--- config.mk ---
export PLATFORM = sky130hd
export DESIGN_NAME = mrf_mode_regs
export DESIGN_NICKNAME = d
export VERILOG_FILES = /design/src/hdl/mrf_pkg.sv /design/src/hdl/mrf_mode_regs.sv /design/src/hdl/mrf_id_rom.sv
export VERILOG_INCLUDE_DIRS = /design/src /design/src/hdl
export SDC_FILE = /design/constraint.sdc
export NUM_CORES = 1
export LEC_CHECK = 0
export CORE_MARGIN = 2
export CORE_UTILIZATION = 50
export DETAILED_ROUTE_END_ITERATION = 10
export DONT_BUFFER_PORTS = 1
export GPL_ROUTABILITY_DRIVEN = 0
export PLACE_DENSITY_LB_ADDON = 0.15
export SYNTH_ARGS = -nofsm -noshare
export SYNTH_HDL_FRONTEND = slang
export SYNTH_SLANG_ARGS = --single-unit
--- constraint.sdc ---
create_clock -name clk_sys -period 3.7 [get_ports clk_sys]
set_input_delay 0.74 -clock clk_sys [delete_from_list [all_inputs] [get_ports clk_sys]]
set_output_delay 0.74 -clock clk_sys [all_outputs]
set_load 0.005 [all_outputs]
--- src/hdl/mrf_defs.svh ---
`ifndef MRF_DEFS_SVH
`define MRF_DEFS_SVH

// Mode register addresses.
`define MRF_ADDR_INFO 8'h00
`define MRF_ADDR_FEAT1 8'h01
`define MRF_ADDR_FEAT2 8'h02
`define MRF_ADDR_IOCFG 8'h03
`define MRF_ADDR_REFRESH 8'h04
`define MRF_ADDR_MAKER 8'h05
`define MRF_ADDR_REV1 8'h06
`define MRF_ADDR_REV2 8'h07
`define MRF_ADDR_GEOM 8'h08
`define MRF_ADDR_TEST 8'h09
`define MRF_ADDR_ZQCAL 8'h0a
`define MRF_ADDR_BANK 8'h10
`define MRF_ADDR_SEG 8'h11
`define MRF_ADDR_PAT_A 8'h20
`define MRF_ADDR_PAT_B 8'h28
`define MRF_ADDR_RESET 8'h3f

// Field positions.
`define MRF_INFO_INIT 0
`define MRF_INFO_TYPE 1
`define MRF_INFO_INVALID 2
`define MRF_INFO_SELFTEST 4:3
`define MRF_F1_REC 7:5
`define MRF_F1_WRAP 4
`define MRF_F1_TYPE 3
`define MRF_F1_LEN 2:0
`define MRF_LOW_NIBBLE 3:0
`define MRF_FLAG_BIT 7
`define MRF_RATE_BITS 2:0

// Encodings and reset values.
`define MRF_LEN_4 3'b010
`define MRF_LEN_8 3'b011
`define MRF_LEN_16 3'b100
`define MRF_REC_MIN 3'b001
`define MRF_REC_MAX 3'b110
`define MRF_REC_BIAS 4'h2
`define MRF_F1_RESET 8'h22
`define MRF_WO_RESET 8'h00
`define MRF_MASK_NIBBLE 8'h0f
`define MRF_MASK_FULL 8'hff
`define MRF_ZQ_INIT_CODE 8'hff
`define MRF_RZQ_UNSUP 2'b00
`define MRF_RZQ_VDD 2'b01
`define MRF_RZQ_GND 2'b10
`define MRF_SELFTEST_SUPPORTED 1'b1
`define MRF_DEVICE_TYPE 1'b0
`define MRF_INVALID_SUPPORT 1'b0
`define MRF_UNDEF_DATA 8'h00

// Timing.
`define MRF_CLK_KHZ 10000
`define MRF_TINIT5_NS 10000
`define MRF_TZQINIT_NS 1000
`define MRF_AI_CYCLES ((`MRF_TINIT5_NS * `MRF_CLK_KHZ) / 1000000)
`define MRF_ZQ_CYCLES ((`MRF_TZQINIT_NS * `MRF_CLK_KHZ + 999999) / 1000000)
`define MRF_AI_CNT_W 7
`define MRF_ZQ_CNT_W 4
`define MRF_RD_LAST_BEAT 2'd3

`endif

--- src/hdl/mrf_pkg.sv ---
package mrf_pkg;

	typedef enum logic [1:0] {
		MRF_CMD_NOP,
		MRF_CMD_MRR,
		MRF_CMD_MRW,
		MRF_CMD_BURST
	} mrf_cmd_kind_type;

	typedef struct packed {
		mrf_cmd_kind_type kind;
		logic [2:0] col_hi;
		logic [7:0] register_address;
		logic [7:0] op_code_bits;
	} mrf_cmd_type;

	typedef struct packed {
		logic [2:0] write_recovery_count;
		logic wrap_control;
		logic burst_type;
		logic [2:0] burst_length;
	} mrf_feature_type;

	typedef enum logic [1:0] {
		MRF_RD_IDLE,
		MRF_RD_WAIT,
		MRF_RD_BURST
	} mrf_rd_state_type;

endpackage : mrf_pkg

--- src/hdl/mrf_mode_regs.sv ---
`timescale 1ns/1ps
`default_nettype none
`include "mrf_defs.svh"

module mrf_mode_regs (
	input wire logic clk_sys,
	input wire logic rst,
	input wire mrf_pkg::mrf_cmd_type cmd,
	input wire logic [1:0] zq_pin_state,
	input wire logic [2:0] refresh_rate_pin,
	output logic [7:0] dq_out,
	output logic dq_oe,
	output logic dqs_out,
	output logic dqs_oe,
	output mrf_pkg::mrf_feature_type feature,
	output logic [3:0] precharge_delay,
	output logic [3:0] latency_code,
	output logic [3:0] drive_strength,
	output logic [7:0] test_mode,
	output logic [7:0] bank_mask,
	output logic [7:0] segment_mask,
	output logic [3:0] burst_start_col,
	output logic zq_cal_start,
	output logic factory_trim,
	output logic device_reset_pulse,
	output logic auto_init_status
);

	// Registers that accept no write.
	function automatic logic is_read_only(input logic [7:0] a);
		case (a)
			`MRF_ADDR_INFO, `MRF_ADDR_REFRESH, `MRF_ADDR_MAKER, `MRF_ADDR_REV1,
			`MRF_ADDR_REV2, `MRF_ADDR_GEOM, `MRF_ADDR_PAT_A, `MRF_ADDR_PAT_B:
				is_read_only = 1'b1;
			default: is_read_only = 1'b0;
		endcase
	endfunction : is_read_only

	// Bits that may be stored for each writable register.
	function automatic logic [7:0] keep_mask(input logic [7:0] a);
		case (a)
			`MRF_ADDR_FEAT2, `MRF_ADDR_IOCFG: keep_mask = `MRF_MASK_NIBBLE;
			default: keep_mask = `MRF_MASK_FULL;
		endcase
	endfunction : keep_mask

	logic mrw;
	logic mrr_take;
	logic [7:0] wr_data;
	logic init_rst;
	logic [1:0] zq_meta;
	logic [1:0] zq_sync;
	logic [2:0] rate_meta;
	logic [2:0] rate_sync;
	logic [2:0] rate_prev;
	logic temp_update_flag;
	logic [1:0] resistor_selftest_result;
	logic [`MRF_AI_CNT_W-1:0] ai_cnt;
	logic [`MRF_ZQ_CNT_W-1:0] zq_cnt;
	logic zq_busy;
	logic zq_is_init;
	logic [7:0] rom_data;
	logic [7:0] rd_addr;
	logic [1:0] beat;
	logic [7:0] info_value;
	logic [7:0] rd_value;
	logic tuf_clear;
	mrf_pkg::mrf_rd_state_type rd_state;

	assign mrw = (cmd.kind == mrf_pkg::MRF_CMD_MRW);
	assign mrr_take = (cmd.kind == mrf_pkg::MRF_CMD_MRR) && (rd_state == mrf_pkg::MRF_RD_IDLE);
	assign wr_data = cmd.op_code_bits & keep_mask(cmd.register_address);
	assign init_rst = rst | device_reset_pulse;

	// The pins are asynchronous to the device clock.
	always_ff @(posedge clk_sys) begin
		zq_meta <= zq_pin_state;
		zq_sync <= zq_meta;
		rate_meta <= refresh_rate_pin;
		rate_sync <= rate_meta;
	end

	always_ff @(posedge clk_sys) begin
		if (rst) begin
			device_reset_pulse <= 1'b0;
		end else begin
			device_reset_pulse <= mrw && (cmd.register_address == `MRF_ADDR_RESET);
		end
	end

	always_ff @(posedge clk_sys) begin
		if (init_rst) begin
			auto_init_status <= 1'b1;
			ai_cnt <= `MRF_AI_CNT_W'(`MRF_AI_CYCLES - 1);
		end else if (auto_init_status) begin
			if (ai_cnt == '0) begin
				auto_init_status <= 1'b0;
			end else begin
				ai_cnt <= ai_cnt - 1'b1;
			end
		end
	end

	// Feature register; reserved length and recovery codes leave the field unchanged.
	always_ff @(posedge clk_sys) begin
		if (init_rst) begin
			feature <= mrf_pkg::mrf_feature_type'(`MRF_F1_RESET);
		end else if (mrw && cmd.register_address == `MRF_ADDR_FEAT1) begin
			feature.wrap_control <= wr_data[`MRF_F1_WRAP];
			feature.burst_type <= wr_data[`MRF_F1_TYPE];
			if (wr_data[`MRF_F1_LEN] == `MRF_LEN_4 || wr_data[`MRF_F1_LEN] == `MRF_LEN_8 ||
					wr_data[`MRF_F1_LEN] == `MRF_LEN_16) begin
				feature.burst_length <= wr_data[`MRF_F1_LEN];
			end
			if (wr_data[`MRF_F1_REC] >= `MRF_REC_MIN && wr_data[`MRF_F1_REC] <= `MRF_REC_MAX) begin
				feature.write_recovery_count <= wr_data[`MRF_F1_REC];
			end
		end
	end

	always_ff @(posedge clk_sys) begin
		if (init_rst) begin
			precharge_delay <= `MRF_REC_BIAS + 4'(`MRF_REC_MIN);
		end else begin
			precharge_delay <= `MRF_REC_BIAS + {1'b0, feature.write_recovery_count};
		end
	end

	// Remaining write-only registers; read-only and reserved addresses fall through.
	always_ff @(posedge clk_sys) begin
		if (init_rst) begin
			latency_code <= 4'(`MRF_WO_RESET);
			drive_strength <= 4'(`MRF_WO_RESET);
			test_mode <= `MRF_WO_RESET;
			bank_mask <= `MRF_WO_RESET;
			segment_mask <= `MRF_WO_RESET;
		end else if (mrw && !is_read_only(cmd.register_address)) begin
			case (cmd.register_address)
				`MRF_ADDR_FEAT2: latency_code <= wr_data[`MRF_LOW_NIBBLE];
				`MRF_ADDR_IOCFG: drive_strength <= wr_data[`MRF_LOW_NIBBLE];
				`MRF_ADDR_TEST: test_mode <= wr_data;
				`MRF_ADDR_BANK: bank_mask <= wr_data;
				`MRF_ADDR_SEG: segment_mask <= wr_data;
				default: begin
				end
			endcase
		end
	end

	always_ff @(posedge clk_sys) begin
		if (init_rst) begin
			burst_start_col <= '0;
		end else if (cmd.kind == mrf_pkg::MRF_CMD_BURST) begin
			burst_start_col <= {cmd.col_hi, 1'b0};
		end
	end

	// Impedance calibration and the resistor self-test.
	always_ff @(posedge clk_sys) begin
		if (init_rst) begin
			zq_busy <= 1'b0;
			zq_is_init <= 1'b0;
			zq_cnt <= '0;
			zq_cal_start <= 1'b0;
			resistor_selftest_result <= `MRF_RZQ_UNSUP;
		end else begin
			zq_cal_start <= 1'b0;
			if (mrw && cmd.register_address == `MRF_ADDR_ZQCAL && !factory_trim && !zq_busy) begin
				zq_cal_start <= 1'b1;
				zq_busy <= 1'b1;
				zq_is_init <= (cmd.op_code_bits == `MRF_ZQ_INIT_CODE);
				zq_cnt <= `MRF_ZQ_CNT_W'(`MRF_ZQ_CYCLES - 1);
			end else if (zq_busy) begin
				if (zq_cnt == '0) begin
					zq_busy <= 1'b0;
					if (zq_is_init && `MRF_SELFTEST_SUPPORTED) begin
						resistor_selftest_result <= zq_sync;
					end
				end else begin
					zq_cnt <= zq_cnt - 1'b1;
				end
			end
		end
	end

	always_ff @(posedge clk_sys) begin
		if (init_rst) begin
			factory_trim <= 1'b0;
		end else begin
			factory_trim <= (resistor_selftest_result == `MRF_RZQ_VDD) ||
				(resistor_selftest_result == `MRF_RZQ_GND);
		end
	end

	// Refresh-rate change flag; a new change beats the clear by a read.
	assign tuf_clear = (rd_state == mrf_pkg::MRF_RD_WAIT) && (rd_addr == `MRF_ADDR_REFRESH);

	always_ff @(posedge clk_sys) begin
		if (init_rst) begin
			rate_prev <= rate_sync;
			temp_update_flag <= 1'b0;
		end else begin
			rate_prev <= rate_sync;
			if (rate_prev != rate_sync) begin
				temp_update_flag <= 1'b1;
			end else if (tuf_clear) begin
				temp_update_flag <= 1'b0;
			end
		end
	end

	mrf_id_rom u_rom (
		.clk_sys(clk_sys),
		.addr(cmd.register_address),
		.data(rom_data)
	);

	always_comb begin
		info_value = '0;
		info_value[`MRF_INFO_INIT] = auto_init_status;
		info_value[`MRF_INFO_TYPE] = `MRF_DEVICE_TYPE;
		info_value[`MRF_INFO_INVALID] = `MRF_INVALID_SUPPORT;
		info_value[`MRF_INFO_SELFTEST] = resistor_selftest_result;
	end

	always_comb begin
		case (rd_addr)
			`MRF_ADDR_INFO: rd_value = info_value;
			`MRF_ADDR_REFRESH: rd_value = {temp_update_flag, 4'h0, rate_sync};
			`MRF_ADDR_MAKER, `MRF_ADDR_REV1, `MRF_ADDR_REV2, `MRF_ADDR_GEOM,
			`MRF_ADDR_PAT_A, `MRF_ADDR_PAT_B: rd_value = rom_data;
			default: rd_value = `MRF_UNDEF_DATA;
		endcase
	end

	// Read burst: one wait cycle, then four strobed beats with the value on the first.
	always_ff @(posedge clk_sys) begin
		if (init_rst) begin
			rd_state <= mrf_pkg::MRF_RD_IDLE;
			rd_addr <= '0;
			beat <= '0;
			dq_out <= '0;
			dq_oe <= 1'b0;
			dqs_out <= 1'b0;
			dqs_oe <= 1'b0;
		end else begin
			case (rd_state)
				mrf_pkg::MRF_RD_IDLE: begin
					if (mrr_take) begin
						rd_addr <= cmd.register_address;
						rd_state <= mrf_pkg::MRF_RD_WAIT;
					end
				end
				mrf_pkg::MRF_RD_WAIT: begin
					dq_out <= rd_value;
					dq_oe <= 1'b1;
					dqs_oe <= 1'b1;
					dqs_out <= 1'b1;
					beat <= '0;
					rd_state <= mrf_pkg::MRF_RD_BURST;
				end
				mrf_pkg::MRF_RD_BURST: begin
					if (beat == `MRF_RD_LAST_BEAT) begin
						dq_oe <= 1'b0;
						dqs_oe <= 1'b0;
						dqs_out <= 1'b0;
						dq_out <= '0;
						rd_state <= mrf_pkg::MRF_RD_IDLE;
					end else begin
						beat <= beat + 1'b1;
						dq_out <= `MRF_UNDEF_DATA;
						dqs_out <= ~dqs_out;
					end
				end
				default: rd_state <= mrf_pkg::MRF_RD_IDLE;
			endcase
		end
	end

	// Checks.
	logic [7:0] ai_age;
	logic first_beat;

	always_ff @(posedge clk_sys) begin
		if (init_rst || !auto_init_status) begin
			ai_age <= '0;
		end else if (ai_age != 8'hff) begin
			ai_age <= ai_age + 1'b1;
		end
	end

	always_ff @(posedge clk_sys) begin
		if (rst) begin
			first_beat <= 1'b0;
		end else begin
			first_beat <= (rd_state == mrf_pkg::MRF_RD_WAIT);
		end
	end

	a_mrr_strobe_burst: assert property (@(posedge clk_sys) disable iff (init_rst)
		mrr_take |-> ##2 (dqs_oe && dqs_out) ##1 (dqs_oe && !dqs_out) ##1 dqs_out ##1 !dqs_out)
		else $error("read burst strobe did not toggle four beats");

	a_info_reserved_zero: assert property (@(posedge clk_sys) disable iff (init_rst)
		(first_beat && rd_addr == `MRF_ADDR_INFO) |-> dq_out[7:5] == 3'b000)
		else $error("reserved info bits not zero");

	a_invalid_bit_zero: assert property (@(posedge clk_sys) disable iff (init_rst)
		(first_beat && rd_addr == `MRF_ADDR_INFO) |-> !dq_out[`MRF_INFO_INVALID])
		else $error("invalid-data support bit set");

	a_ro_write_ignored: assert property (@(posedge clk_sys) disable iff (init_rst)
		(mrw && is_read_only(cmd.register_address)) |=>
		$stable(feature) && $stable(latency_code) && $stable(drive_strength) && $stable(bank_mask))
		else $error("write to read-only register changed state");

	a_length_legal_code: assert property (@(posedge clk_sys) disable iff (rst)
		feature.burst_length inside {`MRF_LEN_4, `MRF_LEN_8, `MRF_LEN_16})
		else $error("burst length holds a reserved code");

	a_recovery_delay_map: assert property (@(posedge clk_sys) disable iff (init_rst)
		$stable(feature.write_recovery_count) |=>
		precharge_delay == `MRF_REC_BIAS + {1'b0, $past(feature.write_recovery_count)})
		else $error("precharge delay does not follow recovery code");

	a_reset_trigger: assert property (@(posedge clk_sys) disable iff (rst)
		(mrw && cmd.register_address == `MRF_ADDR_RESET) |=> device_reset_pulse ##1
		(auto_init_status && feature == mrf_pkg::mrf_feature_type'(`MRF_F1_RESET)))
		else $error("reset register write did not re-initialise");

	a_auto_init_bound: assert property (@(posedge clk_sys) disable iff (rst)
		ai_age <= 8'(`MRF_AI_CYCLES))
		else $error("init status stayed busy too long");

	a_trim_blocks_cal: assert property (@(posedge clk_sys) disable iff (init_rst)
		factory_trim |=> !zq_cal_start)
		else $error("calibration started under factory trim");

	a_burst_col_even: assert property (@(posedge clk_sys) disable iff (init_rst)
		(cmd.kind == mrf_pkg::MRF_CMD_BURST) |=> burst_start_col == {$past(cmd.col_hi), 1'b0})
		else $error("burst start column wrong");

	a_feature_write: assert property (@(posedge clk_sys) disable iff (init_rst)
		(mrw && cmd.register_address == `MRF_ADDR_FEAT1) |=>
		feature.wrap_control == $past(cmd.op_code_bits[`MRF_F1_WRAP]))
		else $error("wrap control not stored");

	c_info_read: cover property (@(posedge clk_sys) first_beat && rd_addr == `MRF_ADDR_INFO);
	c_reset_write: cover property (@(posedge clk_sys) device_reset_pulse);
	c_selftest_done: cover property (@(posedge clk_sys)
		zq_busy && zq_is_init ##1 !zq_busy);
	c_len16_program: cover property (@(posedge clk_sys) feature.burst_length == `MRF_LEN_16);

endmodule : mrf_mode_regs

`default_nettype wire

--- src/hdl/mrf_id_rom.sv ---
`timescale 1ns/1ps
`default_nettype none
`include "mrf_defs.svh"

// Read-only identity and training contents; all parameter values are arbitrary.
module mrf_id_rom #(
	parameter logic [7:0] MAKER_CODE = 8'h00,
	parameter logic [7:0] REVISION_ONE = 8'h00,
	parameter logic [7:0] REVISION_TWO = 8'h00,
	parameter logic [7:0] GEOMETRY = 8'h00,
	parameter logic [7:0] PATTERN_A = 8'h55,
	parameter logic [7:0] PATTERN_B = 8'h33
) (
	input wire logic clk_sys,
	input wire logic [7:0] addr,
	output logic [7:0] data
);

	always_ff @(posedge clk_sys) begin
		case (addr)
			`MRF_ADDR_MAKER: data <= MAKER_CODE;
			`MRF_ADDR_REV1: data <= REVISION_ONE;
			`MRF_ADDR_REV2: data <= REVISION_TWO;
			`MRF_ADDR_GEOM: data <= GEOMETRY;
			`MRF_ADDR_PAT_A: data <= PATTERN_A;
			`MRF_ADDR_PAT_B: data <= PATTERN_B;
			default: data <= `MRF_UNDEF_DATA;
		endcase
	end

endmodule : mrf_id_rom

`default_nettype wire

==> results.toml, run 1 <==
[critical_path]
critPathMaxFanout = 4
worstSetupStartpointType = "register"
critPathKind = "reg -> reg"
r2r-start = "ai_cnt[0]$_SDFFE_PP1P_"
end_kind = "register"
cp-startpoint = "ai_cnt[0]$_SDFFE_PP1P_"
required_ns = 3.91
cp_data_arrival_time_ns = 2.27

[pwr]
power_leakage_nw = 1.71
pwr-share-clk_pct = 35.5
pwr-share-comb_pct = 5.4
seq_power_share_pct = 59.0
p_int_mw = 1.52
peakVddDrop_mv = 0.219
p_switching_mw = 0.467
swShare_pct = 23.5
cellPowerDensity_nw_per_um2 = 467

[sta]
rsz0062_at_grt = "no"
hold_viol = 0
finalClockSkew_ns = 0.0139
slew_headroom_pct = 50.7
finalMaxSlewViolations = 0
fin_tns_setup_ns = 0
fmax_ghz = 0.485
min_period_ns = 2.06
worstMarginPinSlew_ns = 0.739
worst_slack_ns = 1.64
period_share_pct = 55.7
finalSetupViolCount = 0

[die]
coreArea_um2 = 7730
ios = 91
dieHeight_um = 93.5
die-area_um2 = 8740
initial_utilization_pct = 51.8
rows = 32
fp.dieW_um = 93.5

[clock_network]
post_cts_resized = 0
cts_root_buffer = "clkbuf_8"
cts_setup_buffers = 0
cts_tree = "built"
cts_made_buffers = 9
clock_sinks = 105
clk_latency_ns = 0.36
cts-htree-levels = 3
cts_buffer_depth = 2
clk_pin_slew_ns = 0.10
postCtsHoldBufs = 0

[synthesis]
synth_mux_area_share_pct = 6.25
ys_ff_latch = 105
synth_edf_count = 0
synth_cells = 425
syn-cell-area_um2 = 4010
yosys.area_share.adder_pct = 2.81
synth_area_leaders = "dfxtp_1 (52%), mux2i_1 (6.2%), nand3_1 (4.1%)"
yosys.area.top_type = "dfxtp_1"
synth-compound-area-share_pct = 10.5
synth_cell_types = 54
avgSynthCellArea_um2 = 9.42
synth_top_family_by_area = "simple AND/OR/NAND/NOR gates"
synth_nets = 462
ys_async_sr_fraction_pct = 0
synth_warnings = 0
synth-seq-area-share_pct = 52.5
synth.top_cell.area_share_pct = 52.5
synth_simple_gate_area_share_pct = 22.1
synth_xor_area_share_pct = 2.19
synth_ff_type = "dfxtp_1"

[detailed_routing]
post_drt_wl_per_cell_um = 15.7
ant_nets = 0
viasPerCell = 5.58
drt_iter0_markers = 89
dr_total_vias = 2914
postRouteWirelength_um = 8180
first_pass_iters = 4
drcViolationCount = 0

[run_status]
status = "finished, final reports clean"

[grt]
grt_max_degree = 30
overflow = 0
gr-usage-all-layers_pct = 19.7
grt_pass1_wl_um = 13600
antenna_found_initial = 0
grt_pass1_vias = 2798

[min_path]
hold_start = "rate_meta[0]$_DFF_P_"
hold_path.class = "reg -> reg"

[final_layout]
mostFrequentLayoutCells = "dfxtp_1 (105), nor2_1 (41), nand2_1 (36)"
nNetsFinal = 452
utilization_pct = 55.0
areaGrowthSynthToFinish_pct = 6.19
layout_commonest_cell = "dfxtp_1"
drive_gt1_share_pct = 6.67
n_antenna_cell = 0

[place]
port_buffers = 0
dp_slack_ns = 1.45
hpwl_um = 6060

[run]
maxCapViolCount = 0
-- worst max-delay path, stage by stage, from the launching register on --
cell,delay [ns]
dfxtp_1,0.33
inv_1,0.11
ha_1,0.17
or4b_2,0.63
o21ai_0,0.43
xnor2_1,0.18
nand2_1,0.07
-- synthesized netlist by cell type (all sizes together) (3+ instances only) --
cell,number
nand3b,3
nand2,36
nor3b,3
nor4b,3
ha,9
nor2,42
dfxtp,105
o21ai,28
nand2b,3
or3b,3
and2,4
a21oi,17
mux2i,25
nor3,9
or4,3
clkbuf,15
nand3,33
o31ai,3
inv,11
o211ai,3
o22ai,4
nor2b,3
xnor2,6
nand4,13
buf,9
xor2,4
-- cell families (layout without fill, tap and decap cells) --
kind of cell,count (synthesis),in the layout
other cells,1,1
compound gates,70,70
buf+inv,35,30
simple gates,170,170
xor+xnor,10,10
mux,25,25
fa+ha+maj,9,9
flops,105,105
-- power groups by stage --
stage	Clock (mW)	Combinational, mW	Sequential (mW)
floorplan	0	0.0977	1.19
CTS	0.722	0.108	1.17
detailed placement	0	0.108	1.20
global placement	0	0.106	1.20
finish	0.705	0.108	1.17
global route	0.774	0.123	1.18
-- flip-flops by register name, summed over array words and instances, names as in the netlist, 3 cells and up --
register and flops:
bank_mask 8, dq_out 8, feature 8, rd_addr 8, segment_mask 8, test_mode 8, ai_cnt 7, drive_strength 4
latency_code 4, precharge_delay 4, zq_cnt 4, burst_start_col 3, rate_meta 3, rate_prev 3, rate_sync 3, u_rom.data 3
-- through the flow --
step                instances  cell area, um2  power [mW]  hold WS, ns
floorplan                 425            4010        1.29        0.310
global placement          506            4050        1.30        0.310
detailed placement        506            4050        1.31        0.312
CTS                       522            4250        2.00        0.336
global route              522            4250        2.07        0.346
finish                    522            4250        1.98        0.335
-- layout make-up --
type,count,area [um2]
Fill cell,703,3470
Sequential cell,105,2100
Timing Repair Buffer,3,22.5
Clock inverter,6,71.3
Inverter,11,41.3
Clock buffer,10,128
Tap cell,102,128
Multi-Input combinational cell,285,1760
-- worst paths after layout --
check                                              end  slack (ns)  cells past startpoint
worst max-delay path            ai_cnt[0]$_SDFFE_PP1P_        1.64                      6
worst min-delay path              rate_sync[0]$_DFF_P_        0.33                      0
worst max register to register  ai_cnt[0]$_SDFFE_PP1P_        1.64                      6
worst min register to register    rate_sync[0]$_DFF_P_        0.33                      0
-- layer usage --
| metal | GRT usage (%) | share of wire [%] | vias up |
|---|---|---|---|
| li1 | - | - | 1469 |
| met4 | 5.39 | 1.8 | 0 |
| met3 | 8.62 | 8.4 | 13 |
| met5 | 0 | 0 | - |
| met1 | 25.3 | 46 | 1356 |
| met2 | 30.1 | 44 | 76 |
No activity file was read; power rests on OpenSTA's default activity.
==> run 2: changes to the inputs <==
clock period = 2.1 ns   (was 3.7 ns; I/O delays follow)
==> results.toml, run 2 (synthesized netlist as in run 1, its figures left out) <==
[run_status]
status = "finished, final reports clean"

[critical_path]
r2r-start = "ai_cnt[0]$_SDFFE_PP1P_"
critPathMaxFanout = 4
regToRegEndpoint = "ai_cnt[0]$_SDFFE_PP1P_"
end_kind = "register"
worstSetupStartpointType = "register"
cp_data_arrival_time_ns = 2.17
required_ns = 2.34
worst-r2r-cell-count = 6
critPathKind = "reg -> reg"
ff2ff_setup_slack_ns = 0.18

[clock_network]
clk_latency_ns = 0.36
cts_buffer_depth = 2
clk_pin_slew_ns = 0.10
clock_sinks = 105
cts-htree-levels = 3
cts_setup_buffers = 0
cts_made_buffers = 9
cts_root_buffer = "clkbuf_8"
cts_tree = "built"

[detailed_routing]
drt_iter0_markers = 130
dr_total_vias = 2931
postRouteWirelength_um = 8180
ant_nets = 0
viasPerCell = 5.55
drcViolationCount = 0
post_drt_wl_per_cell_um = 15.5
first_pass_iters = 4

[grt]
grt_use_met1_pct = 25.1
gr-usage-all-layers_pct = 19.9
grt_busiest_layer = "met2"
grt_max_degree = 40
overflow = 0
grt_pass1_vias = 2747
grt_util_met2_pct = 30.9
antenna_found_initial = 0
grt_pass1_wl_um = 13500
grt_use_met3_pct = 6.69

[pwr]
swShare_pct = 22.2
cellPowerDensity_nw_per_um2 = 838
pwr-share-comb_pct = 5.3
p_switching_mw = 0.805
power_leakage_nw = 1.76
p_int_mw = 2.82
seq_power_share_pct = 57.0
pwr-share-clk_pct = 37.7
peakVddDrop_mv = 0.357

[place]
placed_cells = 512
dp_slack_ns = 0.0853
hpwl_um = 6030
port_buffers = 0

[final_layout]
nNetsFinal = 458
utilization_pct = 56.0
drive_gt1_share_pct = 8.22
n_antenna_cell = 0
areaGrowthSynthToFinish_pct = 8.03
fin_cells = 528
mostFrequentLayoutCells = "dfxtp_1 (105), nor2_1 (41), nand2_1 (36)"
layout_commonest_cell = "dfxtp_1"

[sta]
period_share_pct = 91.6
fmax_ghz = 0.520
finalSetupViolCount = 0
hold_viol = 0
finalMaxSlewViolations = 0
min_period_ns = 1.92
finalClockSkew_ns = 0.00764
worst_slack_ns = 0.177
rsz0062_at_grt = "no"
worstMarginPinSlew_ns = 0.542
fin_tns_setup_ns = 0
slew_headroom_pct = 63.8

[min_path]
min_to = "rate_meta[1]$_DFF_P_"
hold_path.class = "in -> reg"
hold_start = "refresh_rate_pin[1]"
min_path_cells = 0

[die]
coreArea_um2 = 7730
fp.dieW_um = 93.5
rows = 32
dieHeight_um = 93.5
initial_utilization_pct = 51.8
ios = 91
die-area_um2 = 8740

[run]
maxCapViolCount = 0
-- run 2: worst max-delay path by stage --
stage                           start                      to  slack, ns  cells after the start
3_3_place_gp   ai_cnt[0]$_SDFFE_PP1P_  ai_cnt[0]$_SDFFE_PP1P_       0.13                      6
6_report       ai_cnt[0]$_SDFFE_PP1P_  ai_cnt[0]$_SDFFE_PP1P_       0.18                      6
5_1_grt        ai_cnt[0]$_SDFFE_PP1P_  ai_cnt[0]$_SDFFE_PP1P_       0.08                      6
3_5_place_dp   ai_cnt[0]$_SDFFE_PP1P_  ai_cnt[0]$_SDFFE_PP1P_       0.09                      6
2_1_floorplan  ai_cnt[0]$_SDFFE_PP1P_  ai_cnt[0]$_SDFFE_PP1P_       0.23                      6
4_1_cts        ai_cnt[0]$_SDFFE_PP1P_  ai_cnt[0]$_SDFFE_PP1P_       0.06                      6
-- run 2: layer usage --
| layer | vias to the layer above | share of wire, % | wire length [um] |
|---|---|---|---|
| li1 | 1482 | - | - |
| met1 | 1357 | 44 | 3580 |
| met2 | 79 | 45 | 3710 |
| met3 | 13 | 8.7 | 713 |
| met4 | 0 | 2.2 | 178 |
| met5 | - | 0 | 0 |
-- run 2: through the flow --
step	hold WS (ns)	power [mW]	instance area (um2)
after global routing	0.0590	3.78	4330
after CTS	0.0642	3.67	4330
after floorplan	0.310	2.28	4010
after detailed placement	0.312	2.30	4100
after global placement	0.311	2.30	4100
final	0.0821	3.62	4330
-- run 2: critical path, stage by stage (launching register included) --
cell and delay (ns):
dfxtp_1 0.34, inv_1 0.11, ha_1 0.17, or4b_2 0.64, o21ai_1 0.31, xnor2_1 0.16
nand2_1 0.07
-- run 2: timing repair --
action	4_1_cts	5_1_grt
hold buffers	0	0
endpoints found under the setup margin	0	1
resized for setup	0	1
-- run 2: layout make-up --
class                      instances  area, um2
inverter                          11       41.3
clock buffer                      10        138
clock inverter                     6       90.1
multi-input combinational        285       1760
tap                              102        128
sequential                       105       2100
timing repair buffer               9       67.6
fill                             718       3400
-- run 2: power by group through the flow --
stage / Sequential, mW / Clock, mW / Combinational (mW)
floorplan: 2.10 / 0 / 0.172
global placement: 2.11 / 0 / 0.189
detailed placement: 2.11 / 0 / 0.192
CTS: 2.07 / 1.41 / 0.193
global route: 2.07 / 1.49 / 0.222
finish: 2.06 / 1.37 / 0.192
